`src/rtl/twm_map.svh`:
```
// Constants of the two-wire serial master: timing, bit positions, sizes.
// Assumes a 200 MHz core clock; included by the package, the master and the stream interface.
// Contract
// Serial clock selectable at 100 kHz, 400 kHz or 800 kHz.
// A 1 MHz serial clock setting is also offered.
// Sole master on the bus; no arbitration is performed.
// No wait states: master never stretches and ignores slave stretching; the code holds the clock low while a write byte is missing or the FIFO is full.
// Read-only transfer receives one to 16 bytes.
// Write-only transfer sends one to 16 bytes.
// Combined transfer: read up to 16 bytes, then write up to 16.
// Combined transfer: write up to 16 bytes, then read up to 16.
// Clock and data lines are only pulled low or released.
// Hardware runs the whole sequence once the transfer is configured.
// Master only, two signals, never answers as a slave.
// Standard start, stop, 7-bit address, direction bit and acknowledge.
// Repeated start plus address with new direction between phases.
// Missing acknowledge ends the transfer with stop and flags an error.
// Busy while a transfer runs; done once the final stop is driven; the code raises done a whole bit later, after the bus free time.
`ifndef TWM_MAP_SVH
`define TWM_MAP_SVH

// ********************************
// Timing
// ********************************
`define TWM_CLK_NS 5
`define TWM_PER_100K_NS 10000
`define TWM_PER_400K_NS 2500
`define TWM_PER_800K_NS 1250
`define TWM_PER_1M_NS 1000
// Quarter bit period in core cycles, rounded up so the rate never exceeds the setting
`define TWM_Q_CYC(ns) (((ns) / `TWM_CLK_NS + 3) / 4)

// ********************************
// Bit and byte layout
// ********************************
`define TWM_BYTE_W 8
`define TWM_FIFO_DEPTH 8
`define TWM_ACK_BIT 4'h8
`define TWM_Q_SAMPLE 2'h2
`define TWM_Q_LAST 2'h3
`define TWM_Q_FIRST 2'h0
`define TWM_DIV_W 9

`endif

```
`src/rtl/twm_pkg.sv`:
```
// Types shared by the two-wire serial master modules.
// Assumes twm_map.svh is on the include path.
`include "twm_map.svh"
package twm_pkg;
    typedef enum logic [1:0] {
        TWM_READ = 2'h0,
        TWM_WRITE = 2'h1,
        TWM_RD_WR = 2'h2,
        TWM_WR_RD = 2'h3
    } twm_xfer_e;

    typedef enum logic [1:0] {
        TWM_R100K = 2'h0,
        TWM_R400K = 2'h1,
        TWM_R800K = 2'h2,
        TWM_R1M = 2'h3
    } twm_rate_e;

    // Gray codes along idle-start-address-data-stop-free
    typedef enum logic [2:0] {
        TWM_IDLE = 3'h0,
        TWM_START = 3'h1,
        TWM_ADDR = 3'h3,
        TWM_DATA = 3'h2,
        TWM_STOP = 3'h6,
        TWM_FREE = 3'h7
    } twm_state_e;
endpackage : twm_pkg

```
`src/rtl/twm_strm_if.sv`:
```
// Byte stream carrier between the master engine and its receive FIFO.
// Assumes one clock domain on both ends.
`timescale 1ns/100ps
`default_nettype none
`include "twm_map.svh"
interface twm_strm_if;
    logic [`TWM_BYTE_W-1:0] data;
    logic valid;
    logic ready;
    modport src (output data, output valid, input ready);
    modport snk (input data, input valid, output ready);
endinterface : twm_strm_if
`default_nettype wire

```
`src/rtl/twm_fifo.sv`:
```
// Small synchronous FIFO with valid and ready on both sides.
// Assumes a power-of-two depth and a single clock.
`timescale 1ns/100ps
`default_nettype none
module twm_fifo #(
    parameter int W = 8,
    parameter int D = 8
) (
    input wire logic clk,
    input wire logic rst_b,
    twm_strm_if.snk in_s,
    twm_strm_if.src out_s
);
    localparam int AW = $clog2(D);
    logic [W-1:0] mem [D];
    logic [AW:0] wp_reg;
    logic [AW:0] rp_reg;
    logic push;
    logic pop;
    logic full;

    assign full = (wp_reg[AW] != rp_reg[AW]) && (wp_reg[AW-1:0] == rp_reg[AW-1:0]);
    assign in_s.ready = !full;
    assign out_s.valid = (wp_reg != rp_reg);
    assign out_s.data = mem[rp_reg[AW-1:0]];
    assign push = in_s.valid && !full;
    assign pop = out_s.valid && out_s.ready;

    always_ff @(posedge clk) begin
        if (!rst_b) begin
            wp_reg <= '0;
            rp_reg <= '0;
        end else begin
            if (push) begin
                wp_reg <= wp_reg + 1'b1;
            end
            if (pop) begin
                rp_reg <= rp_reg + 1'b1;
            end
        end
    end

    // ********************************
    // Storage
    // ********************************
    for (genvar g = 0; g < D; g++) begin : g_ent
        always_ff @(posedge clk) begin
            if (push && (wp_reg[AW-1:0] == AW'(g))) begin
                mem[g] <= in_s.data;
            end
        end
    end
endmodule : twm_fifo
`default_nettype wire

```
`src/rtl/twm_master.sv`:
```
// Two-wire serial bus master: start, address, data, acknowledge, stop.
// Assumes external pull-ups on both lines and a single master on the bus.
`timescale 1ns/100ps
`default_nettype none
`include "twm_map.svh"
module twm_master (
    input wire logic clk,
    input wire logic rst_b,
    input wire logic go,
    input wire twm_pkg::twm_xfer_e xfer_type,
    input wire twm_pkg::twm_rate_e rate_sel,
    input wire logic [6:0] slave_addr,
    input wire logic [3:0] rd_len_m1,
    input wire logic [3:0] wr_len_m1,
    input wire logic [7:0] wr_data,
    input wire logic wr_valid,
    output logic wr_ready,
    output logic [7:0] rd_data,
    output logic rd_valid,
    input wire logic rd_ready,
    output logic busy,
    output logic done,
    output logic nack_err,
    input wire logic scl_i,
    output logic scl_o,
    output logic scl_oe_b,
    input wire logic sda_i,
    output logic sda_o,
    output logic sda_oe_b
);
    import twm_pkg::*;

    twm_state_e state_reg;
    logic [1:0] q_reg;
    logic [3:0] bit_reg;
    logic [7:0] shift_reg;
    logic [3:0] rem_reg;
    logic [3:0] rem2_reg;
    logic cur_rd_reg;
    logic two_reg;
    logic second_reg;
    logic nack_reg;
    logic loaded_reg;
    logic [6:0] addr_reg;
    logic [`TWM_DIV_W-1:0] quart_reg;
    logic [`TWM_DIV_W-1:0] div_reg;
    logic [1:0] sda_sync_reg;
    logic [1:0] scl_sync_reg;
    logic tick;
    logic bit_end;
    logic sample;
    logic stall;
    logic tx;
    logic scl_low_next;
    logic sda_low_next;
    logic take;
    logic [`TWM_DIV_W-1:0] quart_next;

    twm_strm_if rx_in ();
    twm_strm_if rx_out ();

    twm_fifo #(.W(`TWM_BYTE_W), .D(`TWM_FIFO_DEPTH)) u_fifo (
        .clk(clk),
        .rst_b(rst_b),
        .in_s(rx_in),
        .out_s(rx_out)
    );

    // Pin inputs cross two flops before use
    always_ff @(posedge clk) begin
        if (!rst_b) begin
            sda_sync_reg <= 2'h3;
            scl_sync_reg <= 2'h3;
        end else begin
            sda_sync_reg <= {sda_sync_reg[0], sda_i};
            scl_sync_reg <= {scl_sync_reg[0], scl_i};
        end
    end

    // ********************************
    // Bit timing
    // ********************************
    always_comb begin
        case (rate_sel)
            TWM_R100K: quart_next = `TWM_DIV_W'(`TWM_Q_CYC(`TWM_PER_100K_NS));
            TWM_R400K: quart_next = `TWM_DIV_W'(`TWM_Q_CYC(`TWM_PER_400K_NS));
            TWM_R800K: quart_next = `TWM_DIV_W'(`TWM_Q_CYC(`TWM_PER_800K_NS));
            default: quart_next = `TWM_DIV_W'(`TWM_Q_CYC(`TWM_PER_1M_NS));
        endcase
    end

    assign tx = (state_reg == TWM_ADDR) || !cur_rd_reg;
    // Master holds the clock low while it waits for data or FIFO room
    assign stall = (state_reg == TWM_DATA) && (bit_reg == 4'h0) && (q_reg == `TWM_Q_FIRST)
        && (cur_rd_reg ? !rx_in.ready : !loaded_reg);
    // Slave clock stretching is not watched: the divider free-runs
    assign tick = (state_reg != TWM_IDLE) && !stall && (div_reg == quart_reg - 1'b1);
    assign bit_end = tick && (q_reg == `TWM_Q_LAST);
    assign sample = tick && (q_reg == `TWM_Q_SAMPLE);
    assign take = wr_valid && wr_ready;

    always_ff @(posedge clk) begin
        if (!rst_b) begin
            div_reg <= '0;
        end else if (!tick && (state_reg != TWM_IDLE) && !stall) begin
            div_reg <= div_reg + 1'b1;
        end else begin
            div_reg <= '0;
        end
    end

    // ********************************
    // Sequencer
    // ********************************
    always_ff @(posedge clk) begin
        if (!rst_b) begin
            state_reg <= TWM_IDLE;
            q_reg <= `TWM_Q_FIRST;
            bit_reg <= 4'h0;
            shift_reg <= 8'h00;
            rem_reg <= 4'h0;
            rem2_reg <= 4'h0;
            cur_rd_reg <= 1'b0;
            two_reg <= 1'b0;
            second_reg <= 1'b0;
            nack_reg <= 1'b0;
            addr_reg <= 7'h00;
            quart_reg <= `TWM_DIV_W'(`TWM_Q_CYC(`TWM_PER_100K_NS));
        end else begin
            if (tick) begin
                q_reg <= q_reg + 1'b1;
            end
            case (state_reg)
                TWM_IDLE: begin
                    if (go) begin
                        state_reg <= TWM_START;
                        q_reg <= `TWM_Q_FIRST;
                        addr_reg <= slave_addr;
                        quart_reg <= quart_next;
                        cur_rd_reg <= (xfer_type == TWM_READ) || (xfer_type == TWM_RD_WR);
                        two_reg <= xfer_type[1];
                        second_reg <= 1'b0;
                        nack_reg <= 1'b0;
                        rem_reg <= (xfer_type == TWM_READ || xfer_type == TWM_RD_WR)
                            ? rd_len_m1 : wr_len_m1;
                        rem2_reg <= (xfer_type == TWM_RD_WR) ? wr_len_m1 : rd_len_m1;
                    end
                end
                TWM_START: begin
                    if (bit_end) begin
                        state_reg <= TWM_ADDR;
                        bit_reg <= 4'h0;
                        shift_reg <= {addr_reg, cur_rd_reg};
                    end
                end
                TWM_ADDR, TWM_DATA: begin
                    if (take) begin
                        shift_reg <= wr_data;
                    end
                    if (sample && (bit_reg == `TWM_ACK_BIT) && tx && sda_sync_reg[1]) begin
                        nack_reg <= 1'b1;
                    end
                    if (sample && (bit_reg != `TWM_ACK_BIT) && !tx) begin
                        shift_reg <= {shift_reg[6:0], sda_sync_reg[1]};
                    end
                    if (bit_end) begin
                        if (bit_reg != `TWM_ACK_BIT) begin
                            bit_reg <= bit_reg + 1'b1;
                            if (tx) begin
                                shift_reg <= {shift_reg[6:0], 1'b0};
                            end
                        end else begin
                            bit_reg <= 4'h0;
                            if (nack_reg) begin
                                state_reg <= TWM_STOP;
                            end else if (state_reg == TWM_ADDR) begin
                                state_reg <= TWM_DATA;
                            end else if (rem_reg != 4'h0) begin
                                rem_reg <= rem_reg - 1'b1;
                            end else if (two_reg && !second_reg) begin
                                state_reg <= TWM_START;
                                second_reg <= 1'b1;
                                cur_rd_reg <= !cur_rd_reg;
                                rem_reg <= rem2_reg;
                            end else begin
                                state_reg <= TWM_STOP;
                            end
                        end
                    end
                end
                TWM_STOP: begin
                    if (bit_end) begin
                        state_reg <= TWM_FREE;
                    end
                end
                default: begin
                    // Bus free time of a whole bit before the next start
                    if (bit_end) begin
                        state_reg <= TWM_IDLE;
                    end
                end
            endcase
        end
    end

    // Write bytes are fetched one per data byte; a late byte stalls the clock
    always_ff @(posedge clk) begin
        if (!rst_b) begin
            wr_ready <= 1'b0;
            loaded_reg <= 1'b0;
        end else begin
            wr_ready <= (state_reg == TWM_DATA) && !cur_rd_reg && (bit_reg == 4'h0)
                && !loaded_reg && !take;
            if (take) begin
                loaded_reg <= 1'b1;
            end else if (bit_end && (bit_reg == `TWM_ACK_BIT)) begin
                loaded_reg <= 1'b0;
            end
        end
    end

    // Received bytes enter the FIFO when their acknowledge bit ends
    assign rx_in.valid = (state_reg == TWM_DATA) && cur_rd_reg && bit_end
        && (bit_reg == `TWM_ACK_BIT);
    assign rx_in.data = shift_reg;
    assign rx_out.ready = rd_ready;
    assign rd_data = rx_out.data;
    assign rd_valid = rx_out.valid;

    // ********************************
    // Line drive
    // ********************************
    always_comb begin
        scl_low_next = 1'b0;
        sda_low_next = 1'b0;
        case (state_reg)
            TWM_START: begin
                scl_low_next = second_reg && (q_reg == `TWM_Q_FIRST);
                sda_low_next = q_reg[1];
            end
            TWM_ADDR, TWM_DATA: begin
                scl_low_next = (q_reg == `TWM_Q_FIRST) || (q_reg == `TWM_Q_LAST);
                if (bit_reg != `TWM_ACK_BIT) begin
                    sda_low_next = tx && !shift_reg[7];
                end else begin
                    sda_low_next = !tx && (rem_reg != 4'h0);
                end
            end
            TWM_STOP: begin
                scl_low_next = !q_reg[1];
                sda_low_next = (q_reg != `TWM_Q_LAST);
            end
            default: begin
                scl_low_next = 1'b0;
                sda_low_next = 1'b0;
            end
        endcase
    end

    // Open drain: the output value is always low, only the enable moves
    always_ff @(posedge clk) begin
        if (!rst_b) begin
            scl_o <= 1'b0;
            sda_o <= 1'b0;
            scl_oe_b <= 1'b1;
            sda_oe_b <= 1'b1;
        end else begin
            scl_o <= 1'b0;
            sda_o <= 1'b0;
            scl_oe_b <= !scl_low_next;
            sda_oe_b <= !sda_low_next;
        end
    end

    // ********************************
    // Status
    // ********************************
    always_ff @(posedge clk) begin
        if (!rst_b) begin
            busy <= 1'b0;
            done <= 1'b0;
            nack_err <= 1'b0;
        end else begin
            busy <= (state_reg != TWM_IDLE) && !((state_reg == TWM_FREE) && bit_end);
            done <= (state_reg == TWM_FREE) && bit_end;
            if ((state_reg == TWM_FREE) && bit_end) begin
                nack_err <= nack_reg;
            end
        end
    end

    // ********************************
    // Checks
    // ********************************
    logic [10:0] hi_cnt;
    always_ff @(posedge clk) begin
        if (!rst_b) begin
            hi_cnt <= 11'h000;
        end else begin
            hi_cnt <= scl_oe_b ? hi_cnt + 1'b1 : 11'h000;
        end
    end
endmodule : twm_master
`default_nettype wire

```
`config.mk`:
```
export PLATFORM = sky130hd
export DESIGN_NAME = twm_master
export DESIGN_NICKNAME = d
export VERILOG_FILES = /design/src/rtl/twm_pkg.sv /design/src/rtl/twm_strm_if.sv /design/src/rtl/twm_fifo.sv /design/src/rtl/twm_master.sv
export VERILOG_INCLUDE_DIRS = /design/src /design/src/rtl
export SDC_FILE = /design/constraint.sdc
export NUM_CORES = 1
export LEC_CHECK = 0
export BUFFER_PORTS_ARGS = -buffer_cell sky130_fd_sc_hd__buf_4
export CAP_MARGIN = 25
export CORE_ASPECT_RATIO = 0.8
export CORE_MARGIN = 5
export CORE_UTILIZATION = 60
export DETAILED_ROUTE_END_ITERATION = 16
export PLACE_DENSITY = 0.88
export SLEW_MARGIN = 15
export SYNTH_ARGS = -nofsm -noshare
export SYNTH_HDL_FRONTEND = slang
export SYNTH_SLANG_ARGS = --single-unit
```
`constraint.sdc`:
```
create_clock -name clk -period 6.1 [get_ports clk]
set_input_delay 1.22 -clock clk [delete_from_list [all_inputs] [get_ports clk]]
set_output_delay 1.22 -clock clk [all_outputs]
set_load 0.02 [all_outputs]
```
==> run_summary.xml, run 1 <==
<?xml version="1.0" encoding="UTF-8"?>
<metrics>
  <group name="sta">
    <metric name="fin_setup_tns" unit="ns">0</metric>
    <metric name="count_of_final_max_slew_check_failures" unit="">0</metric>
    <metric name="fin_crit" unit="ns">3.37</metric>
    <metric name="rsz0062_at_grt" unit="">no</metric>
    <metric name="final_hold_viol_count" unit="">0</metric>
    <metric name="min_period_over_period" unit="%">55.3</metric>
    <metric name="timing.fmax" unit="MHz">296</metric>
    <metric name="timing_worst_slew_pin_value" unit="ns">0.738</metric>
    <metric name="timing.final.setup_violations" unit="">0</metric>
    <metric name="maxSlewHeadroom" unit="%">50.7</metric>
    <metric name="skew" unit="ns">0.00727</metric>
  </group>
  <group name="route">
    <metric name="drt.antenna.violating_nets" unit="">0</metric>
    <metric name="first_pass_iters" unit="">5</metric>
    <metric name="violation_count_after_the_first_detailed_routing_iteration" unit="">414</metric>
    <metric name="route.final.wire_length" unit="µm">13100</metric>
    <metric name="drc" unit="">0</metric>
    <metric name="vias_per_cell" unit="">5.93</metric>
    <metric name="routedWlPerCell" unit="µm">17.5</metric>
    <metric name="dr_total_vias" unit="">4430</metric>
  </group>
  <group name="synthesis">
    <metric name="postSynthCellCount" unit="">551</metric>
    <metric name="synth-seq-cells" unit="">134</metric>
    <metric name="synth_xor_area_share" unit="%">2.83</metric>
    <metric name="synthMuxAreaShare" unit="%">11.8</metric>
    <metric name="share_of_the_synthesized_area_in_compound_gates_ao_oa_aoi_oai" unit="%">9.53</metric>
    <metric name="ys_dominant_reg_cell" unit="">sky130_fd_sc_hd__dfxtp_1</metric>
    <metric name="synth_adder_area_share" unit="%">3.84</metric>
    <metric name="sequential_element_share_of_the_synthesized_area" unit="%">53.6</metric>
    <metric name="yosys_warnings" unit="">0</metric>
    <metric name="post_synth_and_or_nand_nor_area_fraction" unit="%">15.3</metric>
    <metric name="async_flop_share" unit="%">0</metric>
    <metric name="synth_area" unit="µm²">6200</metric>
    <metric name="synth_top_family_by_area" unit="">simple AND/OR/NAND/NOR gates</metric>
    <metric name="synth_cell_type_count" unit="">64</metric>
    <metric name="count_of_flip_flops_with_a_built_in_enable_after_synthesis" unit="">64</metric>
    <metric name="synth_area_per_cell" unit="µm²">11.2</metric>
  </group>
  <group name="critical_path">
    <metric name="register_to_register_setup_slack" unit="ns">2.99</metric>
    <metric name="timing.critical_path.to_type" unit="">output pin</metric>
    <metric name="critical_path.reg2reg.endpoint" unit="">rx_in.data[2]</metric>
    <metric name="rr_startpoint" unit="">quart_reg[3]</metric>
    <metric name="timing.critical_path.arrival" unit="ns">2.15</metric>
    <metric name="critPathLaunchType" unit="">flop</metric>
    <metric name="worst-endpoint-required" unit="ns">4.88</metric>
    <metric name="r2r_cells" unit="">9</metric>
    <metric name="crit_type" unit="">reg -&gt; out</metric>
    <metric name="critical_path_peak_fanout" unit="">16</metric>
  </group>
  <group name="clocking">
    <metric name="cts_setup_buffers" unit="">0</metric>
    <metric name="ctsLongestPathBuffers" unit="">2</metric>
    <metric name="tritoncts" unit="">built</metric>
    <metric name="cts-resized-gates" unit="">0</metric>
    <metric name="clk_root_buffer_cell" unit="">sky130_fd_sc_hd__clkbuf_16</metric>
    <metric name="tritoncts.num_buffers" unit="">17</metric>
    <metric name="cts_sinks" unit="">134</metric>
    <metric name="hold_bufs_at_cts" unit="">0</metric>
    <metric name="cts.clk_slew.worst_paths" unit="ns">0.06</metric>
    <metric name="cts_htree_levels" unit="">4</metric>
    <metric name="clk_latency" unit="ns">0.42</metric>
  </group>
  <group name="floorplan">
    <metric name="floorplan.die.width" unit="µm">124</metric>
    <metric name="rows" unit="">33</metric>
    <metric name="die-height" unit="µm">101</metric>
    <metric name="die_area" unit="µm²">12500</metric>
    <metric name="coreArea" unit="µm²">10200</metric>
    <metric name="start_util" unit="%">61.0</metric>
    <metric name="floorplan.io_pins" unit="">51</metric>
  </group>
  <group name="power_and_ir_drop">
    <metric name="p_per_area" unit="nW/µm²">291</metric>
    <metric name="power.combinational.fraction" unit="%">4.3</metric>
    <metric name="power.leakage" unit="nW">2.42</metric>
    <metric name="clock_power_share" unit="%">50.4</metric>
    <metric name="sw_frac_of_total" unit="%">21.0</metric>
    <metric name="power_switching" unit="µW">443</metric>
    <metric name="max-vdd-ir-drop" unit="V">0.000241</metric>
    <metric name="cell_internal_pwr" unit="mW">1.67</metric>
    <metric name="power.share.sequential" unit="%">45.4</metric>
  </group>
  <group name="placement">
    <metric name="gp_congestion" unit="">0.853</metric>
    <metric name="io_buffer_count" unit="">47</metric>
    <metric name="numPlacedInstances" unit="">715</metric>
    <metric name="place_hpwl" unit="µm">8580</metric>
  </group>
  <group name="grt">
    <metric name="antenna_found_initial" unit="">0</metric>
    <metric name="grt_first_pass_wirelength" unit="µm">21600</metric>
    <metric name="groute.layer.met2.usage" unit="%">36.8</metric>
    <metric name="gr-max-usage-layer" unit="">met2</metric>
    <metric name="global_route.overflow_total" unit="">0</metric>
    <metric name="grtUsageMet3" unit="%">6.06</metric>
    <metric name="fraction_of_met1_tracks_used_by_global_routing" unit="%">28.5</metric>
    <metric name="largest_net_degree_at_the_start_of_global_routing" unit="">37</metric>
    <metric name="gr-usage-all-layers" unit="%">22.6</metric>
    <metric name="number_of_global_route_vias_before_repair" unit="">4365</metric>
  </group>
  <group name="hold_path">
    <metric name="min_delay_path_depth" unit="">1</metric>
    <metric name="worst_hold_startpoint" unit="">sda_sync_reg[0]</metric>
    <metric name="worstHoldPathType" unit="">reg -&gt; reg</metric>
    <metric name="worst_hold_path.endpoint" unit="">sda_sync_reg[1]</metric>
  </group>
  <group name="status">
    <metric name="status" unit="">finished clean</metric>
  </group>
  <group name="final_layout">
    <metric name="largest_register_ffs" unit="">64</metric>
    <metric name="area_growth" unit="%">17.2</metric>
    <metric name="antennaDiodeCount" unit="">0</metric>
    <metric name="multi_input_area" unit="µm²">2690</metric>
    <metric name="n_fill_cell" unit="">686</metric>
    <metric name="final_common_cell" unit="">sky130_fd_sc_hd__dfxtp_1</metric>
    <metric name="final_nets" unit="">647</metric>
    <metric name="most-common-layout-cells" unit="">69 x sky130_fd_sc_hd__dfxtp_1, 66 x sky130_fd_sc_hd__nand2_1, 64 x sky130_fd_sc_hd__edfxtp_1</metric>
    <metric name="layout.cells.non_filler" unit="">747</metric>
    <metric name="layout-drive-gt1-share" unit="%">20.8</metric>
    <metric name="register_area" unit="µm²">3320</metric>
  </group>
  <group name="run">
    <metric name="maxCapViolations" unit="">0</metric>
  </group>
</metrics>
[synthesized netlist by cell type (all sizes together) (2+ instances only)]
| master | instances | share of area [%] |
|---|---|---|
| mux4 | 16 | 5.8 |
| ha | 19 | 3.8 |
| mux2i | 11 | 1.8 |
| xor2 | 11 | 1.6 |
| inv | 19 | 1.2 |
| and3b | 3 | 0.42 |
| and3 | 10 | 1.0 |
| edfxtp | 64 | 31 |
| nand2 | 66 | 4.0 |
| and2 | 7 | 0.71 |
| dfxtp | 70 | 23 |
| clkbuf | 21 | 1.3 |
| buf | 7 | 0.57 |
| nand3b | 3 | 0.36 |
| a21oi | 26 | 2.3 |
| or3 | 3 | 0.30 |
| o31ai | 3 | 0.36 |
| o22ai | 3 | 0.30 |
| a32oi | 2 | 0.28 |
| xnor2 | 9 | 1.3 |
| a211oi | 10 | 1.2 |
| a21boi | 2 | 0.24 |
| o211ai | 3 | 0.36 |
| nor3 | 7 | 0.75 |
| a32o | 2 | 0.34 |
| nor2b | 6 | 0.61 |
| nand3 | 17 | 1.4 |
| nand2b | 9 | 1.0 |
| mux2 | 23 | 4.2 |
| or4 | 2 | 0.24 |
| nor2 | 39 | 2.4 |
| or4b | 3 | 0.55 |
| nand4 | 8 | 0.81 |
| a31oi | 8 | 0.81 |
| o21ai | 18 | 1.5 |
| nor4 | 3 | 0.40 |
| o21a | 3 | 0.36 |
[final cells by class]
class / count / share of cell area, %
Sequential cell: 134 / 45.8
Multi-Input combinational cell: 370 / 37.0
Clock buffer: 21 / 6.06
Timing Repair Buffer: 51 / 5.27
Clock inverter: 11 / 2.43
Tap cell: 140 / 2.41
Inverter: 20 / 1.03
[worst max-delay path, cell delays in order (launching register included)]
cell and delay, ns:
sky130_fd_sc_hd__dfxtp_2 0.69, sky130_fd_sc_hd__mux4_2 0.60, sky130_fd_sc_hd__mux2_2 0.29, sky130_fd_sc_hd__buf_4 0.16
[kinds of logic (layout without fill, tap and decap cells)]
| family | after synthesis | after routing |
|---|---|---|
| flops | 134 | 134 |
| mux | 50 | 50 |
| fa+ha+maj | 19 | 19 |
| other cells | 1 | 2 |
| buf+inv | 48 | 103 |
| simple gates | 189 | 189 |
| compound gates | 90 | 90 |
| xor+xnor | 20 | 20 |
[power by group through the flow]
stage,logic [mW],clock network (mW),registers (mW)
final,0.0908,1.07,0.959
after detailed placement,0.0883,0,0.977
after global placement,0.0849,0,0.976
after CTS,0.0899,1.08,0.958
after global routing,0.100,1.12,0.960
after floorplan,0.0582,0,0.973
[metal layers]
layer | vias up | part of all wire [%]
li1 | 2100 | -
met4 | 0 | 2.8
met3 | 41 | 5.7
met5 | - | 0
met2 | 165 | 50
met1 | 2124 | 42
[how the worst max path moves through the flow]
stage	slack, ns	end	cells past startpoint
2_1_floorplan	2.79	rd_data[0]	4
3_3_place_gp	2.78	rd_data[6]	3
3_5_place_dp	2.71	rd_data[1]	3
4_1_cts	2.28	rd_data[6]	3
5_1_grt	2.59	rd_data[7]	3
6_report	2.73	rd_data[6]	3
[through the flow]
step | total power [mW] | setup WS (ns) | area, µm² | hold slack [ns] | utilization (%)
after CTS | 2.13 | 2.28 | 7260 | 0.418 | 71.5
after detailed placement | 1.07 | 2.71 | 6650 | 0.395 | 65.4
after floorplan | 1.03 | 2.79 | 6200 | 0.386 | -
after global routing | 2.18 | 2.59 | 7260 | 0.471 | 71.5
final | 2.12 | 2.73 | 7260 | 0.421 | 71.5
after global placement | 1.06 | 2.78 | 6650 | 0.390 | 65.4
Power figures use the tool's default switching activity.
==> run 2: changes to the inputs <==
- clock period: 6.1 -> 3.19 ns (I/O delays scaled with it)
==> run_summary.xml, run 2 (synthesized netlist as in run 1, its figures left out) <==
<?xml version="1.0" encoding="UTF-8"?>
<metrics>
  <group name="placement">
    <metric name="place_hpwl" unit="µm">8670</metric>
    <metric name="gp_congestion" unit="">0.886</metric>
    <metric name="numPlacedInstances" unit="">718</metric>
    <metric name="place_ws" unit="ns">0.0954</metric>
    <metric name="io_buffer_count" unit="">47</metric>
  </group>
  <group name="sta">
    <metric name="worst_slack" unit="ns">0.169</metric>
    <metric name="final_hold_viol_count" unit="">0</metric>
    <metric name="count_of_final_max_slew_check_failures" unit="">0</metric>
    <metric name="timing.fmax" unit="MHz">331</metric>
    <metric name="min_period_over_period" unit="%">94.7</metric>
    <metric name="timing.final.setup_violations" unit="">0</metric>
    <metric name="rsz0062_at_grt" unit="">no</metric>
    <metric name="fin_crit" unit="ns">3.02</metric>
    <metric name="maxSlewHeadroom" unit="%">47.8</metric>
    <metric name="whs" unit="ns">0.415</metric>
    <metric name="skew" unit="ns">0.00559</metric>
    <metric name="timing_worst_slew_pin_value" unit="ns">0.782</metric>
    <metric name="fin_setup_tns" unit="ns">0</metric>
  </group>
  <group name="grt">
    <metric name="grtUsageMet3" unit="%">5.84</metric>
    <metric name="gr-max-usage-layer" unit="">met2</metric>
    <metric name="grt_first_pass_wirelength" unit="µm">21200</metric>
    <metric name="groute.layer.met2.usage" unit="%">35.7</metric>
    <metric name="global_route.overflow_total" unit="">0</metric>
    <metric name="gr-usage-all-layers" unit="%">21.8</metric>
    <metric name="number_of_global_route_vias_before_repair" unit="">4380</metric>
    <metric name="largest_net_degree_at_the_start_of_global_routing" unit="">31</metric>
    <metric name="fraction_of_met1_tracks_used_by_global_routing" unit="%">27.9</metric>
    <metric name="antenna_found_initial" unit="">0</metric>
  </group>
  <group name="critical_path">
    <metric name="timing.critical_path.to_type" unit="">flop</metric>
    <metric name="worstSetupEndpoint" unit="">rx_in.data[4]</metric>
    <metric name="rr_startpoint" unit="">quart_reg[3]</metric>
    <metric name="critical_path_depth" unit="">9</metric>
    <metric name="cp_top_family" unit="">simple AND/OR/NAND/NOR gates</metric>
    <metric name="timing.critical_path.cells" unit="">inv_1 -&gt; ha_1 -&gt; xor2_1 -&gt; or4b_1 -&gt; a32o_2 -&gt; or4b_4 -&gt; a21oi_4 -&gt; mux2_2 -&gt; a31oi_1</metric>
    <metric name="worst-endpoint-required" unit="ns">3.52</metric>
    <metric name="cp_num_buf_inv" unit="">1</metric>
    <metric name="r2r_cells" unit="">9</metric>
    <metric name="cp_slowest_stage_delay" unit="ns">0.55</metric>
    <metric name="critPathLaunchType" unit="">flop</metric>
    <metric name="critical_path.reg2reg.endpoint" unit="">rx_in.data[4]</metric>
    <metric name="timing.critical_path.arrival" unit="ns">3.35</metric>
    <metric name="worst_path_max_delay_cell" unit="">sky130_fd_sc_hd__or4b_4</metric>
    <metric name="critical_path_peak_fanout" unit="">7</metric>
    <metric name="crit_type" unit="">reg -&gt; reg</metric>
    <metric name="register_to_register_setup_slack" unit="ns">0.17</metric>
    <metric name="timing.critical_path.from" unit="">quart_reg[3]</metric>
  </group>
  <group name="floorplan">
    <metric name="floorplan.die.width" unit="µm">124</metric>
    <metric name="floorplan.io_pins" unit="">51</metric>
    <metric name="die_area" unit="µm²">12500</metric>
    <metric name="start_util" unit="%">61.0</metric>
    <metric name="die-height" unit="µm">101</metric>
    <metric name="coreArea" unit="µm²">10200</metric>
    <metric name="rows" unit="">33</metric>
  </group>
  <group name="run">
    <metric name="maxCapViolations" unit="">0</metric>
  </group>
  <group name="route">
    <metric name="drt.antenna.violating_nets" unit="">0</metric>
    <metric name="violation_count_after_the_first_detailed_routing_iteration" unit="">363</metric>
    <metric name="route.final.wire_length" unit="µm">12800</metric>
    <metric name="routedWlPerCell" unit="µm">17.0</metric>
    <metric name="first_pass_iters" unit="">5</metric>
    <metric name="dr_total_vias" unit="">4407</metric>
    <metric name="drc" unit="">0</metric>
    <metric name="vias_per_cell" unit="">5.86</metric>
  </group>
  <group name="final_layout">
    <metric name="area_growth" unit="%">17.0</metric>
    <metric name="largest_register_ffs" unit="">64</metric>
    <metric name="multi_input_area" unit="µm²">2690</metric>
    <metric name="final_core_util" unit="%">71.4</metric>
    <metric name="n_fill_cell" unit="">714</metric>
    <metric name="antennaDiodeCount" unit="">0</metric>
    <metric name="register_area" unit="µm²">3320</metric>
    <metric name="final_nets" unit="">652</metric>
    <metric name="layout.cells.non_filler" unit="">752</metric>
    <metric name="layout-drive-gt1-share" unit="%">21.7</metric>
    <metric name="most-common-layout-cells" unit="">69 x sky130_fd_sc_hd__dfxtp_1, 66 x sky130_fd_sc_hd__nand2_1, 64 x sky130_fd_sc_hd__edfxtp_1</metric>
    <metric name="final_common_cell" unit="">sky130_fd_sc_hd__dfxtp_1</metric>
  </group>
  <group name="hold_path">
    <metric name="worstHoldPathType" unit="">in -&gt; reg</metric>
  </group>
  <group name="clocking">
    <metric name="hold_bufs_at_cts" unit="">0</metric>
    <metric name="cts_htree_levels" unit="">4</metric>
    <metric name="clk_root_buffer_cell" unit="">sky130_fd_sc_hd__clkbuf_16</metric>
    <metric name="clk_latency" unit="ns">0.41</metric>
    <metric name="tritoncts" unit="">built</metric>
    <metric name="cts_sinks" unit="">134</metric>
    <metric name="ctsLongestPathBuffers" unit="">2</metric>
    <metric name="cts.clk_slew.worst_paths" unit="ns">0.05</metric>
    <metric name="tritoncts.num_buffers" unit="">17</metric>
  </group>
  <group name="power_and_ir_drop">
    <metric name="power.leakage" unit="nW">2.43</metric>
    <metric name="p_per_area" unit="nW/µm²">529</metric>
    <metric name="max-vdd-ir-drop" unit="V">0.000423</metric>
  </group>
  <group name="status">
    <metric name="status" unit="">finished clean</metric>
  </group>
</metrics>
## run 2: repair_timing
item	CTS	global route
endpoints found under the setup margin	0	7
resized for setup	0	2
setup buffers	0	2
hold endpoints to repair	0	0
## run 2: worst reg2reg max path: stages, from the launching register on
cell and delay [ns]:
sky130_fd_sc_hd__dfxtp_2 0.34, sky130_fd_sc_hd__inv_1 0.06, sky130_fd_sc_hd__ha_1 0.23, sky130_fd_sc_hd__xor2_1 0.18, sky130_fd_sc_hd__or4b_1 0.47, sky130_fd_sc_hd__a32o_2 0.31, sky130_fd_sc_hd__or4b_4 0.55, sky130_fd_sc_hd__a21oi_4 0.27
sky130_fd_sc_hd__mux2_2 0.37, sky130_fd_sc_hd__a31oi_1 0.17
## run 2: per-layer routing
layer / up-vias / part of all wire [%]
li1: 2103 / -
met1: 2101 / 41
met2: 176 / 50
met3: 27 / 6.7
met4: 0 / 2.0
met5: - / 0
## run 2: worst min-delay path by stage
stage | start | endpoint | slack (ns) | cells after the start
4_1_cts | sda_i | sda_sync_reg[0] | 0.41 | 2
3_3_place_gp | sda_sync_reg[0] | sda_sync_reg[1] | 0.39 | 1
3_5_place_dp | sda_sync_reg[0] | sda_sync_reg[1] | 0.42 | 1
2_1_floorplan | sda_sync_reg[0] | sda_sync_reg[1] | 0.39 | 1
5_1_grt | sda_i | sda_sync_reg[0] | 0.40 | 2
6_report | sda_i | sda_sync_reg[0] | 0.41 | 2
## run 2: where the power goes
| group | internal, mW | leakage (nW) | switching, mW |
|---|---|---|---|
| Sequential | 1.81 | 1.01 | 0.0215 |
| Clock | 1.11 | 0.269 | 0.710 |
| Combinational | 0.0767 | 1.15 | 0.102 |
## run 2: final cells by class
| type | count | area share [%] |
|---|---|---|
| clock inverter | 11 | 1.42 |
| inverter | 20 | 1.04 |
| tap | 140 | 2.42 |
| timing repair buffer | 56 | 5.80 |
| sequential | 134 | 45.9 |
| multi-input combinational | 370 | 37.1 |
| clock buffer | 21 | 6.35 |
## run 2: stage by stage
stage	total power, mW	instance area, µm²
after detailed placement	2.04	6670
after floorplan	1.97	6200
after global placement	2.03	6670
final	3.83	7250
after CTS	3.85	7230
after global routing	3.96	7250
==> run 3: changes to the inputs <==
- CORE_UTILIZATION: 60 -> 54
- PLACE_DENSITY: 0.88 -> 0.84
- clock period: 3.19 -> 2.71 ns (I/O delays scaled with it)
==> run_summary.xml, run 3 (synthesized netlist as in run 1, its figures left out) <==
<?xml version="1.0" encoding="UTF-8"?>
<metrics>
  <group name="status">
    <metric name="status" unit="">complete, but fails checks</metric>
    <metric name="violations" unit="">negative setup slack</metric>
  </group>
  <group name="hold_path">
    <metric name="worstHoldPathType" unit="">in -&gt; reg</metric>
    <metric name="worst_hold_startpoint" unit="">sda_i</metric>
  </group>
  <group name="sta">
    <metric name="worst_slack" unit="ns">-0.195</metric>
    <metric name="count_of_final_max_slew_check_failures" unit="">0</metric>
    <metric name="timing_worst_slew_pin_value" unit="ns">0.697</metric>
    <metric name="maxSlewHeadroom" unit="%">53.2</metric>
    <metric name="fin_crit" unit="ns">2.91</metric>
    <metric name="final_hold_viol_count" unit="">0</metric>
    <metric name="rsz0062_at_grt" unit="">yes</metric>
    <metric name="skew" unit="ns">0.00888</metric>
    <metric name="min_period_over_period" unit="%">107</metric>
    <metric name="timing.fmax" unit="MHz">344</metric>
    <metric name="fin_setup_tns" unit="ns">-1.98</metric>
    <metric name="timing.final.setup_violations" unit="">41</metric>
  </group>
  <group name="route">
    <metric name="violation_count_after_the_first_detailed_routing_iteration" unit="">402</metric>
    <metric name="route.final.wire_length" unit="µm">15600</metric>
    <metric name="dr_total_vias" unit="">4681</metric>
    <metric name="drc" unit="">0</metric>
    <metric name="routedWlPerCell" unit="µm">19.6</metric>
    <metric name="vias_per_cell" unit="">5.89</metric>
    <metric name="first_pass_iters" unit="">5</metric>
    <metric name="drt.antenna.violating_nets" unit="">0</metric>
  </group>
  <group name="final_layout">
    <metric name="register_area" unit="µm²">3330</metric>
    <metric name="final_nets" unit="">687</metric>
    <metric name="largest_register_ffs" unit="">64</metric>
    <metric name="antennaDiodeCount" unit="">0</metric>
    <metric name="n_fill_cell" unit="">792</metric>
    <metric name="area_growth" unit="%">26.5</metric>
    <metric name="most-common-layout-cells" unit="">82 x sky130_fd_sc_hd__buf_4, 68 x sky130_fd_sc_hd__dfxtp_1, 65 x sky130_fd_sc_hd__nand2_1</metric>
    <metric name="multi_input_area" unit="µm²">2940</metric>
    <metric name="final_core_util" unit="%">68.9</metric>
    <metric name="layout-drive-gt1-share" unit="%">31.8</metric>
    <metric name="final_common_cell" unit="">sky130_fd_sc_hd__buf_4</metric>
  </group>
  <group name="critical_path">
    <metric name="cp_top_family" unit="">simple AND/OR/NAND/NOR gates</metric>
    <metric name="cp_num_buf_inv" unit="">2</metric>
    <metric name="timing.critical_path.arrival" unit="ns">3.24</metric>
    <metric name="timing.critical_path.from" unit="">quart_reg[1]</metric>
    <metric name="critPathLaunchType" unit="">flop</metric>
    <metric name="worst-endpoint-required" unit="ns">3.04</metric>
    <metric name="timing.critical_path.cells" unit="">inv_2 -&gt; ha_4 -&gt; xor2_2 -&gt; or4b_1 -&gt; a32o_2 -&gt; or4b_4 -&gt; a21oi_4 -&gt; buf_12 -&gt; mux2_4 -&gt; a31oi_4</metric>
    <metric name="crit_type" unit="">reg -&gt; reg</metric>
    <metric name="timing.critical_path.to_type" unit="">flop</metric>
    <metric name="rr_startpoint" unit="">quart_reg[1]</metric>
    <metric name="critical_path_peak_fanout" unit="">7</metric>
    <metric name="worst_path_max_delay_cell" unit="">sky130_fd_sc_hd__or4b_1</metric>
    <metric name="cp_slowest_stage_delay" unit="ns">0.53</metric>
  </group>
  <group name="floorplan">
    <metric name="coreArea" unit="µm²">11400</metric>
    <metric name="start_util" unit="%">54.4</metric>
    <metric name="floorplan.die.width" unit="µm">130</metric>
    <metric name="die-height" unit="µm">106</metric>
    <metric name="rows" unit="">35</metric>
    <metric name="floorplan.io_pins" unit="">51</metric>
    <metric name="die_area" unit="µm²">13700</metric>
  </group>
  <group name="clocking">
    <metric name="tritoncts" unit="">built</metric>
    <metric name="cts.clk_slew.worst_paths" unit="ns">0.06</metric>
    <metric name="clk_latency" unit="ns">0.42</metric>
    <metric name="tritoncts.num_buffers" unit="">17</metric>
    <metric name="cts_sinks" unit="">134</metric>
    <metric name="cts_htree_levels" unit="">4</metric>
    <metric name="clk_root_buffer_cell" unit="">sky130_fd_sc_hd__clkbuf_16</metric>
    <metric name="hold_bufs_at_cts" unit="">0</metric>
    <metric name="ctsLongestPathBuffers" unit="">2</metric>
  </group>
  <group name="power_and_ir_drop">
    <metric name="power_switching" unit="mW">1.05</metric>
    <metric name="sw_frac_of_total" unit="%">22.6</metric>
    <metric name="p_per_area" unit="nW/µm²">595</metric>
    <metric name="clock_power_share" unit="%">48.3</metric>
    <metric name="cell_internal_pwr" unit="mW">3.61</metric>
    <metric name="power.leakage" unit="nW">2.69</metric>
    <metric name="max-vdd-ir-drop" unit="V">0.000485</metric>
    <metric name="power.share.sequential" unit="%">46.2</metric>
    <metric name="power.combinational.fraction" unit="%">5.5</metric>
  </group>
  <group name="grt">
    <metric name="antenna_found_initial" unit="">0</metric>
    <metric name="largest_net_degree_at_the_start_of_global_routing" unit="">31</metric>
    <metric name="gr-usage-all-layers" unit="%">22.4</metric>
    <metric name="number_of_global_route_vias_before_repair" unit="">4639</metric>
    <metric name="groute.layer.met2.usage" unit="%">38.2</metric>
    <metric name="global_route.overflow_total" unit="">0</metric>
    <metric name="grt_first_pass_wirelength" unit="µm">23800</metric>
    <metric name="fraction_of_met1_tracks_used_by_global_routing" unit="%">27.9</metric>
    <metric name="gr-max-usage-layer" unit="">met2</metric>
    <metric name="grtUsageMet3" unit="%">5.47</metric>
  </group>
  <group name="run">
    <metric name="maxCapViolations" unit="">0</metric>
  </group>
  <group name="placement">
    <metric name="gp_congestion" unit="">0.889</metric>
    <metric name="io_buffer_count" unit="">47</metric>
    <metric name="place_hpwl" unit="µm">9780</metric>
  </group>
</metrics>
-- run 3: what timing repair did --
item                       4_1_cts  5_1_grt
cloned                           1        0
buffers inserted                 4        8
pin swaps                       12       23
setup endpoints to repair       56       88
gates resized for setup         19       31
-- run 3: power groups by stage --
stage	Sequential, mW	Combinational, mW	Clock, mW
3_3_place_gp	2.20	0.215	0
5_1_grt	2.16	0.278	2.38
6_report	2.16	0.256	2.25
2_1_floorplan	2.19	0.135	0
4_1_cts	2.16	0.235	2.27
3_5_place_dp	2.20	0.224	0
-- run 3: path summary, 6_finish.rpt --
kind	endpoint	slack, ns	cells past startpoint
max	rx_in.data[2]	-0.20	10
min	sda_sync_reg[0]	0.31	2
max reg2reg	rx_in.data[2]	-0.20	10
min reg2reg	addr_reg[2]	0.46	2
-- run 3: area by class of cell --
class	instances	share of cell area, %
inverter	20	0.958
tap	148	2.36
multi-input combinational	370	37.5
clock inverter	13	1.84
clock buffer	19	5.52
sequential	134	42.4
timing repair buffer	91	9.37
-- run 3: through the flow --
step | hold WS [ns] | area, µm² | setup WS [ns] | instances | total power [mW]
after floorplan | 0.386 | 6260 | -0.0520 | 552 | 2.33
after global placement | 0.437 | 6990 | -0.0153 | 752 | 2.41
after detailed placement | 0.434 | 6990 | -0.129 | 752 | 2.42
after CTS | 0.309 | 7670 | -0.156 | 789 | 4.66
after global routing | 0.316 | 7840 | -0.236 | 795 | 4.81
final | 0.315 | 7840 | -0.195 | 795 | 4.67
-- run 3: per-layer routing --
metal  up-vias  wire [µm]  share of wire, %
met4         0        344               2.2
met3        28        918               5.9
met1      2295       6320                40
met2       177       8030                51
li1       2181          -                 -
met5         -          0                 0
